`src/verilog/rmf_pkg.sv`:
```
`default_nettype none
package rmf_pkg;
  // Header and part-header byte counts; the layout is frozen within major version 2
  localparam int unsigned HDR_BYTES = 20;
  localparam int unsigned PHDR_BYTES = 4;
  localparam logic [7:0] PROTO_ID_0 = 8'h52;
  localparam logic [7:0] PROTO_ID_1 = 8'h54;
  localparam logic [7:0] PROTO_ID_2 = 8'h50;
  localparam logic [7:0] PROTO_ID_3 = 8'h53;
  localparam logic [7:0] VERSION_MAJOR = 8'h02;
  localparam logic [7:0] VERSION_MINOR = 8'h02;
  localparam logic [15:0] UNKNOWN_VENDOR_CODE = 16'h0000;
  // Kind code ranges: known set, protocol extensions, vendor-specific
  localparam logic [7:0] KIND_PAD = 8'h01;
  localparam logic [7:0] KIND_KNOWN_LAST = 8'h16;
  localparam logic [7:0] KIND_VENDOR_FIRST = 8'h80;
  localparam logic [15:0] LEN_RESET = 16'h0000;

  typedef struct packed {
    logic [7:0] major;
    logic [7:0] minor;
  } rmf_version_t;

  typedef struct packed {
    logic [7:0] data;
    logic sop;
    logic eop;
  } rmf_beat_t;

  typedef struct packed {
    logic [7:0] kind;
    logic [7:0] flags;
    logic little_endian;
    logic known;
    logic vendor;
    logic last;
    logic [15:0] length;
    logic [31:0] start_offset;
    logic [31:0] body_length;
  } rmf_part_t;

  typedef enum logic [2:0] {
    RMF_IDLE = 3'b000,
    RMF_HDR = 3'b001,
    RMF_PHDR = 3'b011,
    RMF_BODY = 3'b010,
    RMF_DROP = 3'b110
  } rmf_state_t;
endpackage
`default_nettype wire

```
`src/verilog/rmf_kind_decode.sv`:
```
`default_nettype none
module rmf_kind_decode
  import rmf_pkg::*;
(
  // Part header fields
  input wire logic [7:0] kind,
  input wire logic [7:0] flags,
  input wire logic [15:0] implementer_code,
  // Decoded view
  output logic known,
  output logic vendor,
  output logic skip,
  output logic [6:0] kind_flags
);
  always_comb begin
    known = (kind != 8'h00) && (kind <= KIND_KNOWN_LAST);
    vendor = kind >= KIND_VENDOR_FIRST;
    // Vendor parts from an unknown implementer are never interpreted
    skip = !known || (vendor && implementer_code == UNKNOWN_VENDOR_CODE) || kind == KIND_PAD;
    // Flags 1..7 only mean something once the kind is known
    kind_flags = known ? flags[7:1] : 7'h00;
  end
endmodule
`default_nettype wire

```
`src/verilog/rmf_framer.sv`:
```
// What this block does
// - Fixed header comes first; parts are parsed only after it.
// - Header fields in order: identifier, version, implementer code, id prefix.
// - Transmitted version is 2.2.
// - Implementer code names middleware maker; unknown value is accepted.
// - Prefix joins entity suffixes to form full identifiers.
// - Header and part header layouts are hard-wired.
// - Each part is a part header then elements; any number of parts.
// - Part header holds kind, eight flags, sixteen-bit length.
// - Flag 0 selects byte order: clear big, set little.
// - Other flags decode by kind.
// - Length excludes the part header.
// - Nonzero length locates next part header after the body.
// - Total length tells a final part from a non-final one.
// - Zero length means last part, reaching message end.
// - Total length comes from the transport, never the message.
// - Unknown kind codes are tolerated.
// - Kind space keeps extension and vendor ranges.
// - Unknown-kind part is skipped; parsing resumes after it.
// - A valid length always locates the next part.
// - Truncated part header makes the rest invalid and discarded.
`default_nettype none
module rmf_framer
  import rmf_pkg::*;
#(
  parameter int LEN_W = 32
) (
  // Clock and reset
  input wire logic clk,
  input wire logic rst_b,
  // Incoming message bytes
  input wire logic in_valid,
  input wire rmf_beat_t in_beat,
  input wire logic [LEN_W-1:0] total_length,
  // Header results
  output logic hdr_valid,
  output logic hdr_bad,
  output rmf_version_t source_version,
  output logic [15:0] implementer_code,
  output logic [95:0] default_id_prefix,
  // Part results
  output logic part_valid,
  output rmf_part_t part_info,
  output logic [6:0] part_kind_flags,
  output logic part_skip,
  output logic body_valid,
  output logic [7:0] body_data,
  // Full identifier build
  input wire logic [31:0] entity_suffix,
  output logic [127:0] full_id,
  // Message status
  output logic msg_done,
  output logic msg_invalid,
  // Send side header source
  output rmf_version_t current_protocol_version
);
  ////////////////////////////////////////////////////////////////////////////
  rmf_state_t state;
  logic [LEN_W-1:0] msg_len;
  logic [LEN_W-1:0] pos;
  logic [LEN_W-1:0] body_left;
  logic [4:0] idx;
  logic [23:0] phdr;
  logic [7:0] hdr_byte [HDR_BYTES];
  logic [LEN_W-1:0] remain;
  logic [LEN_W-1:0] after_hdr;
  logic dec_known;
  logic dec_vendor;
  logic dec_skip;
  logic [6:0] dec_flags;
  logic [15:0] next_len;
  logic [7:0] next_flags;
  logic start;
  logic take;

  assign current_protocol_version = '{major: VERSION_MAJOR, minor: VERSION_MINOR};
  assign start = in_valid && in_beat.sop;
  assign take = in_valid && !in_beat.sop;
  assign remain = msg_len - pos - LEN_W'(1);
  // At the last part header byte phdr holds kind, flags and the first length byte
  assign next_flags = phdr[15:8];
  // Length field follows the byte order of its own part
  assign next_len = next_flags[0] ? {in_beat.data, phdr[7:0]} : {phdr[7:0], in_beat.data};
  assign after_hdr = remain;
  assign full_id = {default_id_prefix, entity_suffix};

  rmf_kind_decode u_dec (
    .kind(phdr[23:16]),
    .flags(next_flags),
    .implementer_code(implementer_code),
    .known(dec_known),
    .vendor(dec_vendor),
    .skip(dec_skip),
    .kind_flags(dec_flags)
  );

  ////////////////////////////////////////////////////////////////////////////
  // Byte position within the message; the transport supplies the length
  always_ff @(posedge clk or negedge rst_b) begin
    if (!rst_b) begin
      pos <= '0;
      msg_len <= '0;
    end else if (start) begin
      // Sop is byte 0, so pos always names the byte being taken
      pos <= LEN_W'(1);
      msg_len <= total_length;
    end else if (take) begin
      pos <= pos + LEN_W'(1);
    end
  end

  ////////////////////////////////////////////////////////////////////////////
  // Framing walk
  always_ff @(posedge clk or negedge rst_b) begin
    if (!rst_b) begin
      state <= RMF_IDLE;
      idx <= '0;
      body_left <= '0;
      phdr <= '0;
    end else if (start) begin
      // A short message is flagged msg_invalid at its end; hdr_bad stays low
      state <= RMF_HDR;
      idx <= 5'h01;
      phdr <= {16'h0000, in_beat.data};
    end else if (take) begin
      unique case (state)
        RMF_IDLE: state <= RMF_IDLE;
        RMF_HDR: begin
          idx <= idx + 5'h01;
          if (idx == 5'(HDR_BYTES - 1)) begin
            state <= hdr_ok_next() ? RMF_PHDR : RMF_DROP;
            idx <= '0;
          end
        end
        RMF_PHDR: begin
          phdr <= {phdr[15:0], in_beat.data};
          idx <= idx + 5'h01;
          if (idx == 5'(PHDR_BYTES - 1)) begin
            idx <= '0;
            if (next_len == 16'h0000 || LEN_W'(next_len) == after_hdr) begin
              body_left <= after_hdr;
              state <= (after_hdr == '0) ? RMF_IDLE : RMF_BODY;
            end else if (LEN_W'(next_len) > after_hdr) begin
              state <= RMF_DROP;
            end else begin
              body_left <= LEN_W'(next_len);
              state <= (next_len == 16'h0000) ? RMF_PHDR : RMF_BODY;
            end
          end
        end
        RMF_BODY: begin
          body_left <= body_left - LEN_W'(1);
          if (body_left == LEN_W'(1)) begin
            state <= (remain == '0) ? RMF_IDLE : RMF_PHDR;
          end
        end
        RMF_DROP: state <= RMF_DROP;
        default: state <= RMF_IDLE;
      endcase
      if (in_beat.eop) begin
        state <= RMF_IDLE;
      end
    end
  end

  function automatic logic hdr_ok_next();
    logic ok;
    ok = hdr_byte[0] == PROTO_ID_0 && hdr_byte[1] == PROTO_ID_1 &&
         hdr_byte[2] == PROTO_ID_2 && hdr_byte[3] == PROTO_ID_3;
    // Same major version means the layout is known; any implementer code is fine
    ok = ok && hdr_byte[4] == VERSION_MAJOR;
    return ok;
  endfunction

  ////////////////////////////////////////////////////////////////////////////
  // Header byte capture, fields in fixed order
  for (genvar g = 0; g < HDR_BYTES; g++) begin : g_hdr
    always_ff @(posedge clk or negedge rst_b) begin
      if (!rst_b) begin
        hdr_byte[g] <= 8'h00;
      end else if (start && g == 0) begin
        hdr_byte[g] <= in_beat.data;
      end else if (take && state == RMF_HDR && idx == 5'(g)) begin
        hdr_byte[g] <= in_beat.data;
      end
    end
  end

  always_ff @(posedge clk or negedge rst_b) begin
    if (!rst_b) begin
      hdr_valid <= 1'b0;
      hdr_bad <= 1'b0;
      source_version <= '{major: VERSION_MAJOR, minor: VERSION_MINOR};
      implementer_code <= UNKNOWN_VENDOR_CODE;
      default_id_prefix <= '0;
    end else begin
      hdr_valid <= 1'b0;
      hdr_bad <= 1'b0;
      if (start) begin
        // Receiver context restarts for each message
        source_version <= '{major: VERSION_MAJOR, minor: VERSION_MINOR};
        implementer_code <= UNKNOWN_VENDOR_CODE;
        default_id_prefix <= '0;
      end else if (take && state == RMF_HDR && idx == 5'(HDR_BYTES - 1)) begin
        hdr_valid <= hdr_ok_next();
        hdr_bad <= !hdr_ok_next();
        if (hdr_ok_next()) begin
          source_version <= '{major: hdr_byte[4], minor: hdr_byte[5]};
          implementer_code <= {hdr_byte[6], hdr_byte[7]};
          default_id_prefix <= {hdr_byte[8], hdr_byte[9], hdr_byte[10], hdr_byte[11],
                                hdr_byte[12], hdr_byte[13], hdr_byte[14], hdr_byte[15],
                                hdr_byte[16], hdr_byte[17], hdr_byte[18], in_beat.data};
        end
      end
    end
  end

  ////////////////////////////////////////////////////////////////////////////
  // Part descriptors and body bytes
  always_ff @(posedge clk or negedge rst_b) begin
    if (!rst_b) begin
      part_valid <= 1'b0;
      part_info <= '0;
      part_kind_flags <= '0;
      part_skip <= 1'b0;
    end else begin
      part_valid <= 1'b0;
      if (take && state == RMF_PHDR && idx == 5'(PHDR_BYTES - 1) && LEN_W'(next_len) <= after_hdr) begin
        part_valid <= 1'b1;
        // Kind passes through even when unknown; the sink decides with part_skip
        part_info.kind <= phdr[23:16];
        part_info.flags <= phdr[15:8];
        part_info.little_endian <= phdr[8];
        part_info.known <= dec_known;
        part_info.vendor <= dec_vendor;
        part_info.last <= next_len == 16'h0000 || LEN_W'(next_len) == after_hdr;
        part_info.length <= next_len;
        part_info.start_offset <= 32'(pos + LEN_W'(1));
        part_info.body_length <= 32'(next_len == 16'h0000 ? after_hdr : LEN_W'(next_len));
        part_kind_flags <= dec_flags;
        part_skip <= dec_skip;
      end
    end
  end

  always_ff @(posedge clk or negedge rst_b) begin
    if (!rst_b) begin
      body_valid <= 1'b0;
      body_data <= 8'h00;
    end else begin
      // Skipped parts are still walked but their bytes are not delivered
      body_valid <= take && state == RMF_BODY && !part_skip;
      body_data <= in_beat.data;
    end
  end

  ////////////////////////////////////////////////////////////////////////////
  // End of message
  always_ff @(posedge clk or negedge rst_b) begin
    if (!rst_b) begin
      msg_done <= 1'b0;
      msg_invalid <= 1'b0;
    end else begin
      msg_done <= take && in_beat.eop;
      if (start) begin
        msg_invalid <= 1'b0;
      end else if (take && in_beat.eop && (state == RMF_HDR || state == RMF_DROP)) begin
        msg_invalid <= 1'b1;
      end else if (take && in_beat.eop && state == RMF_PHDR && idx != 5'(PHDR_BYTES - 1)) begin
        msg_invalid <= 1'b1;
      end else if (take && state == RMF_PHDR && idx == 5'(PHDR_BYTES - 1) && LEN_W'(next_len) > after_hdr) begin
        msg_invalid <= 1'b1;
      end
    end
  end
endmodule
`default_nettype wire

```
`config.mk`:
```
export PLATFORM = sky130hd
export DESIGN_NAME = rmf_framer
export DESIGN_NICKNAME = d
export VERILOG_FILES = /design/src/verilog/rmf_pkg.sv /design/src/verilog/rmf_kind_decode.sv /design/src/verilog/rmf_framer.sv
export SDC_FILE = /design/constraint.sdc
export NUM_CORES = 1
export LEC_CHECK = 0
export BUFFER_PORTS_ARGS = -buffer_cell sky130_fd_sc_hd__buf_2
export CELL_PAD_IN_SITES_DETAIL_PLACEMENT = 0
export CELL_PAD_IN_SITES_GLOBAL_PLACEMENT = 1
export CORE_MARGIN = 1.5
export CORE_UTILIZATION = 46
export DETAILED_ROUTE_END_ITERATION = 16
export GPL_ROUTABILITY_DRIVEN = 1
export PLACE_DENSITY_LB_ADDON = 0.2
export REMOVE_ABC_BUFFERS = 1
export SYNTH_ARGS = -nofsm -noshare
export SYNTH_HDL_FRONTEND = slang
export SYNTH_SLANG_ARGS = --single-unit
```
`constraint.sdc`:
```
create_clock -name clk -period 10.4 [get_ports clk]
set_clock_uncertainty 0.05 [all_clocks]
set_input_delay 1.56 -clock clk [delete_from_list [all_inputs] [get_ports clk]]
set_output_delay 1.56 -clock clk [all_outputs]
set_load 0.05 [all_outputs]
```
# Word-level counts from Yosys, hierarchy flattened
# Cells that the tools add are included.
# word_totals
reg_bits	530
input_bits	77
out_inout_bits	394
word_cells	209
# op_classes
addsub	5
n_lt_le_gt_ge	4
eq_ne	37
n_mux	50
bitwise	1
n_reduce_logical	65
# ops
operator	count
96-bit two-way mux	3
32-bit two-way mux	6
16-bit two-way mux	7
24-bit two-way mux	3
32-bit one-hot mux with 2 select lines	1
32-bit by 1-bit subtractor with 32-bit output, second input constant	2
5-bit by 4-bit equality test with 1-bit output, second input constant	8
1-bit logical AND	39
32-bit by 1-bit adder with 32-bit output, second input constant	1
16-bit by 32-bit equality test with 1-bit output	1
32-bit by 1-bit equality test with 1-bit output, second input constant	1
8-bit by 7-bit equality test with 1-bit output, second input constant	4
16-bit by 32-bit greater-than comparator with 1-bit output	1
16-bit by 32-bit <= comparator with 1-bit output	1
16-bit zero test	2
32-bit zero test	1
32-bit subtractor	1
3-bit two-way mux	9
5-bit by 3-bit equality test with 1-bit output, second input constant	4
5-bit equality test, second input constant	4
5-bit two-way mux	4
8-bit two-way mux	2
3-bit one-hot mux with 4 select lines	1
2-bit nonzero test	6
29 further kinds	50

# Depth between registers and ports, before layout
# depth
depth_word	11
ltp_mapped	24
mapped_depth_nobuf	22

# Cells and area by module
# Synthesis repeated with hierarchy kept, for this count alone.
# unflattened
cells_unflattened	2659
area_unflattened_um2	26098.8
# by_module_without_submodules
mod	instances	cells_per_inst	area_each_um2	seq_area_each_um2
rmf_framer	1	2644	25957.4	13240.2
rmf_kind_decode	1	15	141.4	0.0

# Worst setup path after synthesis
# No wires, ideal clock.
# synth_timing
path_kind	register -> register
start	register pos[0]
end	register body_left[0]
setup_ps	118
t_arrival_ps	4464
t_required_ps	10232
slack_ps	5767
path_stages_with_launch	19
path_buffers	0
synth_period_minus_slack_ps	4633
cell_sequence	dfrtp_1 > inv_1 > ha_1 > fa_1 > a21o_1 > a221o_1 > a21o_1 > a21oi_1 > xnor2_1 > inv_1 > ha_1 > nand4_1 > nor2_1 > nand3_1 > or3_1 > o41ai_4 > mux2i_1 > o21ai_0 > a21o_1
# synth_between
elab_chain_cells	7
word_cells_on_any_way	10
cone_classes	add/sub: 2; order compare: 1; eq/ne: 2; mux: 3; reduce/logical: 2
# synth_rtl
item	line	source
start, declared	rmf_framer.sv:60	logic [LEN_W-1:0] pos;
start signal, assigned	rmf_framer.sv:108	pos <= pos + LEN_W'(1);
32-bit subtractor *	rmf_framer.sv:79	assign remain = msg_len - pos - LEN_W'(1);
32-bit by 1-bit subtractor with 32-bit output *	rmf_framer.sv:79	
parallel branches: the longest is 5 deep, another holds 16-bit by 32-bit greater-than comparator with 1-bit output	n/a	
end signal, assigned	rmf_framer.sv:141	body_left <= after_hdr;
end signal, assigned	rmf_framer.sv:146	body_left <= LEN_W'(next_len);
end signal, assigned	rmf_framer.sv:152	body_left <= body_left - LEN_W'(1);
end, declared	rmf_framer.sv:61	logic [LEN_W-1:0] body_left;
# Every way passes the cells marked *. The select of a mux whose other input is x is not followed.
# A chain may end at the register's enable or synchronous reset.

# Final worst setup path
# layout_timing
start	register pos[0]
end	register part_info[14] (netlist name)
# layout_between
elab_chain_cells	4
word_cells_on_any_way	5
cone_classes	add/sub: 2; order compare: 1; mux: 1; reduce/logical: 1
# layout_rtl
item	line	source
32-bit subtractor *	rmf_framer.sv:79	
32-bit by 1-bit subtractor with 32-bit output *	rmf_framer.sv:79	
16-bit by 32-bit <= comparator with 1-bit output	rmf_framer.sv:228	if (take && state == RMF_PHDR && idx == 5'(PHDR_BYTES - 1) && LEN_W'(next_len) <= after_hdr) begin
1-bit logical AND	rmf_framer.sv:228	
end, declared	rmf_framer.sv:43	output rmf_part_t part_info,
# Mark *: on every way between the ends. The rest lies on a longest branch, timed or not.

==> metrics.txt <==
post-synthesis register bit count=529; ys flop type=dfrtp_1; outcome=complete, no violations; MaxCap Viol Count=0; port bufs=390; Pwr Density=196.0 nW/µm²; DR pass1 iterations=5; largest net degree at the start of global routing=172; hold depth=2; CTS hold repair buffers=0; number of buffers created by CTS=57; CP Capture Type=register; CP max stage delay=0.78 ns; clk sink count=529; fin cells=3,693; final period utilization=58.40%; post-synthesis sequential area ratio=50.94%; die area=57,930 µm²; Area Growth Syn to Fin=12.93%; CTS tree=done; share of layout cells above drive strength 1=23.64%; clk slew on worst S/H paths=0.06 ns; slew at the pin closest to its max-slew limit=1.237 ns; Max IR drop VDD=0.1545 mV; dpl cells=3,589; RSZ-0062 raised after global routing=false; Post-CTS Setup Repair Bufs=0; Leakage=14.63 nW; htree depth=2; root buf cell=clkbuf_16; fraction of synthesis flops using an asynchronous set or reset pin=100.0%; # DRC=0; Routed WL=75,340 µm; gr usage total=26.03%; post-DP HPWL=52,750 µm; Core Rows=86; Syn. warnings=0; Initial Utilization=46.90%; final hold vios=0; routed wire length per instance=20.40 µm; type of the worst setup path=register to register; GP Congestion=0.9129; Req. time, crit path=10.80 ns; average via count per standard cell=5.440; via count=20,089; syn_area_per_cell=9.590 µm²; global route overflow=0; worst-path fanout max=101; distinct cell type count after synthesis=78; Syn Std Cell Area=25,990 µm²; Setup TNS=0 ns; Post-DRT Antenna Nets=0; EDFF count, synth=0; num ports=471; Period minus WS final=6.074 ns; CP Launch Type=register; vias in the first global route=19,596; first-pass GRT wire length=116,200 µm; Die Ht=240.7 µm; initial drt markers=1,327; slowest CP cell=a21o_4; clock latency on the worst-skew pair=0.64 ns; CP cell instances=inv_1, ha_1, fa_1, a21o_1, a221o_1, a21o_1, a21oi_1, xnor2_1, inv_1, ha_1, nand4_1, nor2_1, nand3_1, a211o_1, a31oi_1, a211oi_1, nor4_2, a21o_4, buf_4, o21ai_0; Final Slew Violations=0; CP Data Arrival Time=6.47 ns; initial antenna violation count=5; reg2reg path depth=20; Clock Path Buffers=3; Post-Syn Instances=2,710; Max-slew headroom=17.22%; Final setup viols=0; # nets final=3,033; width of the die=240.7 µm; Resize count post-CTS=0; worst hold margin=0.4181 ns; FMAX=164.6 MHz; worst hold path class=register to register; core footprint=55,420 µm²
-- worst max-delay path: cells and delay by family (launching register included) --
family | cells | cell delay, ns
flops | 1 | 0.43
simple gates | 4 | 0.90
compound gates | 9 | 2.45
xor+xnor | 1 | 0.22
fa+ha+maj | 3 | 0.92
buf+inv | 3 | 0.86
-- sequential cells by signal, summed over array words and instances, names as in the netlist, 8 cells and up --
signal / cells
body_data: 8
pos: 32
phdr: 24
body_left: 32
source_version: 16
msg_len: 32
part_info: 99
hdr_byte: 152
implementer_code: 16
default_id_prefix: 96
-- layout make-up --
class                   instances  area, µm²
well taps                     748      935.9
repair buffers                412       2140
inverters                      85      319.1
fillers                      5076      26070
multi-input cells            1815      10790
diodes                          1      2.502
flip-flops and latches        529      13240
clock inverters                21      275.3
clock buffers                  82       1650
-- worst paths after layout --
path / from / endpoint / slack [ns]
hold / removal: part_info[90]$_DFFE_PN0P_ / part_info[90]$_DFFE_PN0P_ / 0.42
max in group asynchronous: rst_b / source_version[6]$_DFFE_PN0P_ / 6.84
setup / recovery: pos[0]$_DFFE_PN0P_ / part_info[14]$_DFFE_PN0P_ / 4.33
hold reg to reg: part_info[90]$_DFFE_PN0P_ / part_info[90]$_DFFE_PN0P_ / 0.42
setup reg to reg: pos[0]$_DFFE_PN0P_ / part_info[14]$_DFFE_PN0P_ / 4.33
min in group asynchronous: rst_b / part_info[99]$_DFFE_PN0P_ / 0.90
-- synthesized netlist by cell type, types with 3 or more instances --
cell type | n | share of area [%]
or4_1 | 6 | 0.17
nor2_1 | 84 | 1.2
nor4_1 | 18 | 0.43
buf_1 | 5 | 0.072
o22ai_1 | 11 | 0.26
nand4_1 | 21 | 0.51
and2_1 | 8 | 0.19
and3_1 | 28 | 0.67
o21ai_0 | 312 | 6.0
nand3_1 | 24 | 0.46
xnor2_1 | 46 | 1.6
nor3b_1 | 12 | 0.35
o211ai_1 | 5 | 0.14
mux2_2 | 168 | 7.3
a22oi_1 | 4 | 0.12
a22o_1 | 20 | 0.67
nor4b_1 | 4 | 0.13
nand2_1 | 628 | 9.1
mux2i_1 | 28 | 1.1
a21oi_1 | 105 | 2.0
o31ai_1 | 16 | 0.46
or3_1 | 20 | 0.48
o211a_1 | 3 | 0.12
xor2_1 | 10 | 0.34
a21boi_0 | 3 | 0.087
buf_2 | 9 | 0.17
a31oi_1 | 13 | 0.31
clkbuf_1 | 118 | 1.7
nor2b_1 | 7 | 0.17
nor3_1 | 35 | 0.67
inv_1 | 84 | 1.2
o21bai_1 | 3 | 0.087
ha_1 | 55 | 2.6
a211oi_1 | 9 | 0.26
a221oi_1 | 3 | 0.10
nand2b_1 | 11 | 0.26
a211oi_2 | 3 | 0.14
dfrtp_1 | 527 | 51
a21o_1 | 13 | 0.38
o21ai_1 | 15 | 0.29
o21a_1 | 5 | 0.14
buf_4 | 159 | 4.6
nor4bb_1 | 3 | 0.12
-- cells by family (layout without fill, tap and decap cells) --
kind of cell	count (synthesis)	in the layout	share of synthesized area [%]
simple gates	921	921	15.30
mux	197	197	8.415
fa+ha+maj	56	56	2.725
flops	529	529	50.94
other cells	2	17	0.02890
compound gates	569	569	12.80
xor+xnor	56	56	1.887
buf+inv	380	600	7.895
-- per-stage QoR --
step / cell area (µm²) / util [%] / total power, mW / setup slack, ns
2_1_floorplan: 24310 / - / 3.266 / 2.976
3_3_place_gp: 27420 / 49.48 / 3.683 / 4.336
3_5_place_dp: 27420 / 49.48 / 3.707 / 4.165
4_1_cts: 29350 / 52.96 / 5.791 / 4.246
5_1_grt: 29350 / 52.96 / 6.023 / 3.694
6_report: 29350 / 52.96 / 5.753 / 4.326
-- power by group --
group / internal (mW) / total, mW / switching [mW] / leakage, nW
Clock: 1.21 / 2.08 / 0.868 / 0.954
Sequential: 2.28 / 2.46 / 0.181 / 7.17
Combinational: 0.401 / 1.22 / 0.817 / 6.50
-- routing by layer --
metal	wire, µm	global-route usage, %	vias to the layer above	part of all wire [%]
met2	34170	40.05	571	45
li1	-	-	9441	-
met1	34400	36.83	9962	46
met3	4915	6.359	103	6.5
met4	1662	6.327	12	2.2
met5	187	1.768	-	0.25
-- cells in the final DEF, fill, tap and decap left out, types with 35 or more instances in the layout --
| cell type | count |
|---|---|
| a21oi_1 | 105 |
| buf_2 | 389 |
| clkbuf_16 | 57 |
| dfrtp_1 | 527 |
| ha_1 | 55 |
| inv_1 | 84 |
| mux2_2 | 168 |
| nand2_1 | 627 |
| nor2_1 | 83 |
| nor3_1 | 35 |
| o21ai_0 | 312 |
| xnor2_1 | 46 |
Power figures use the tool's default switching activity.
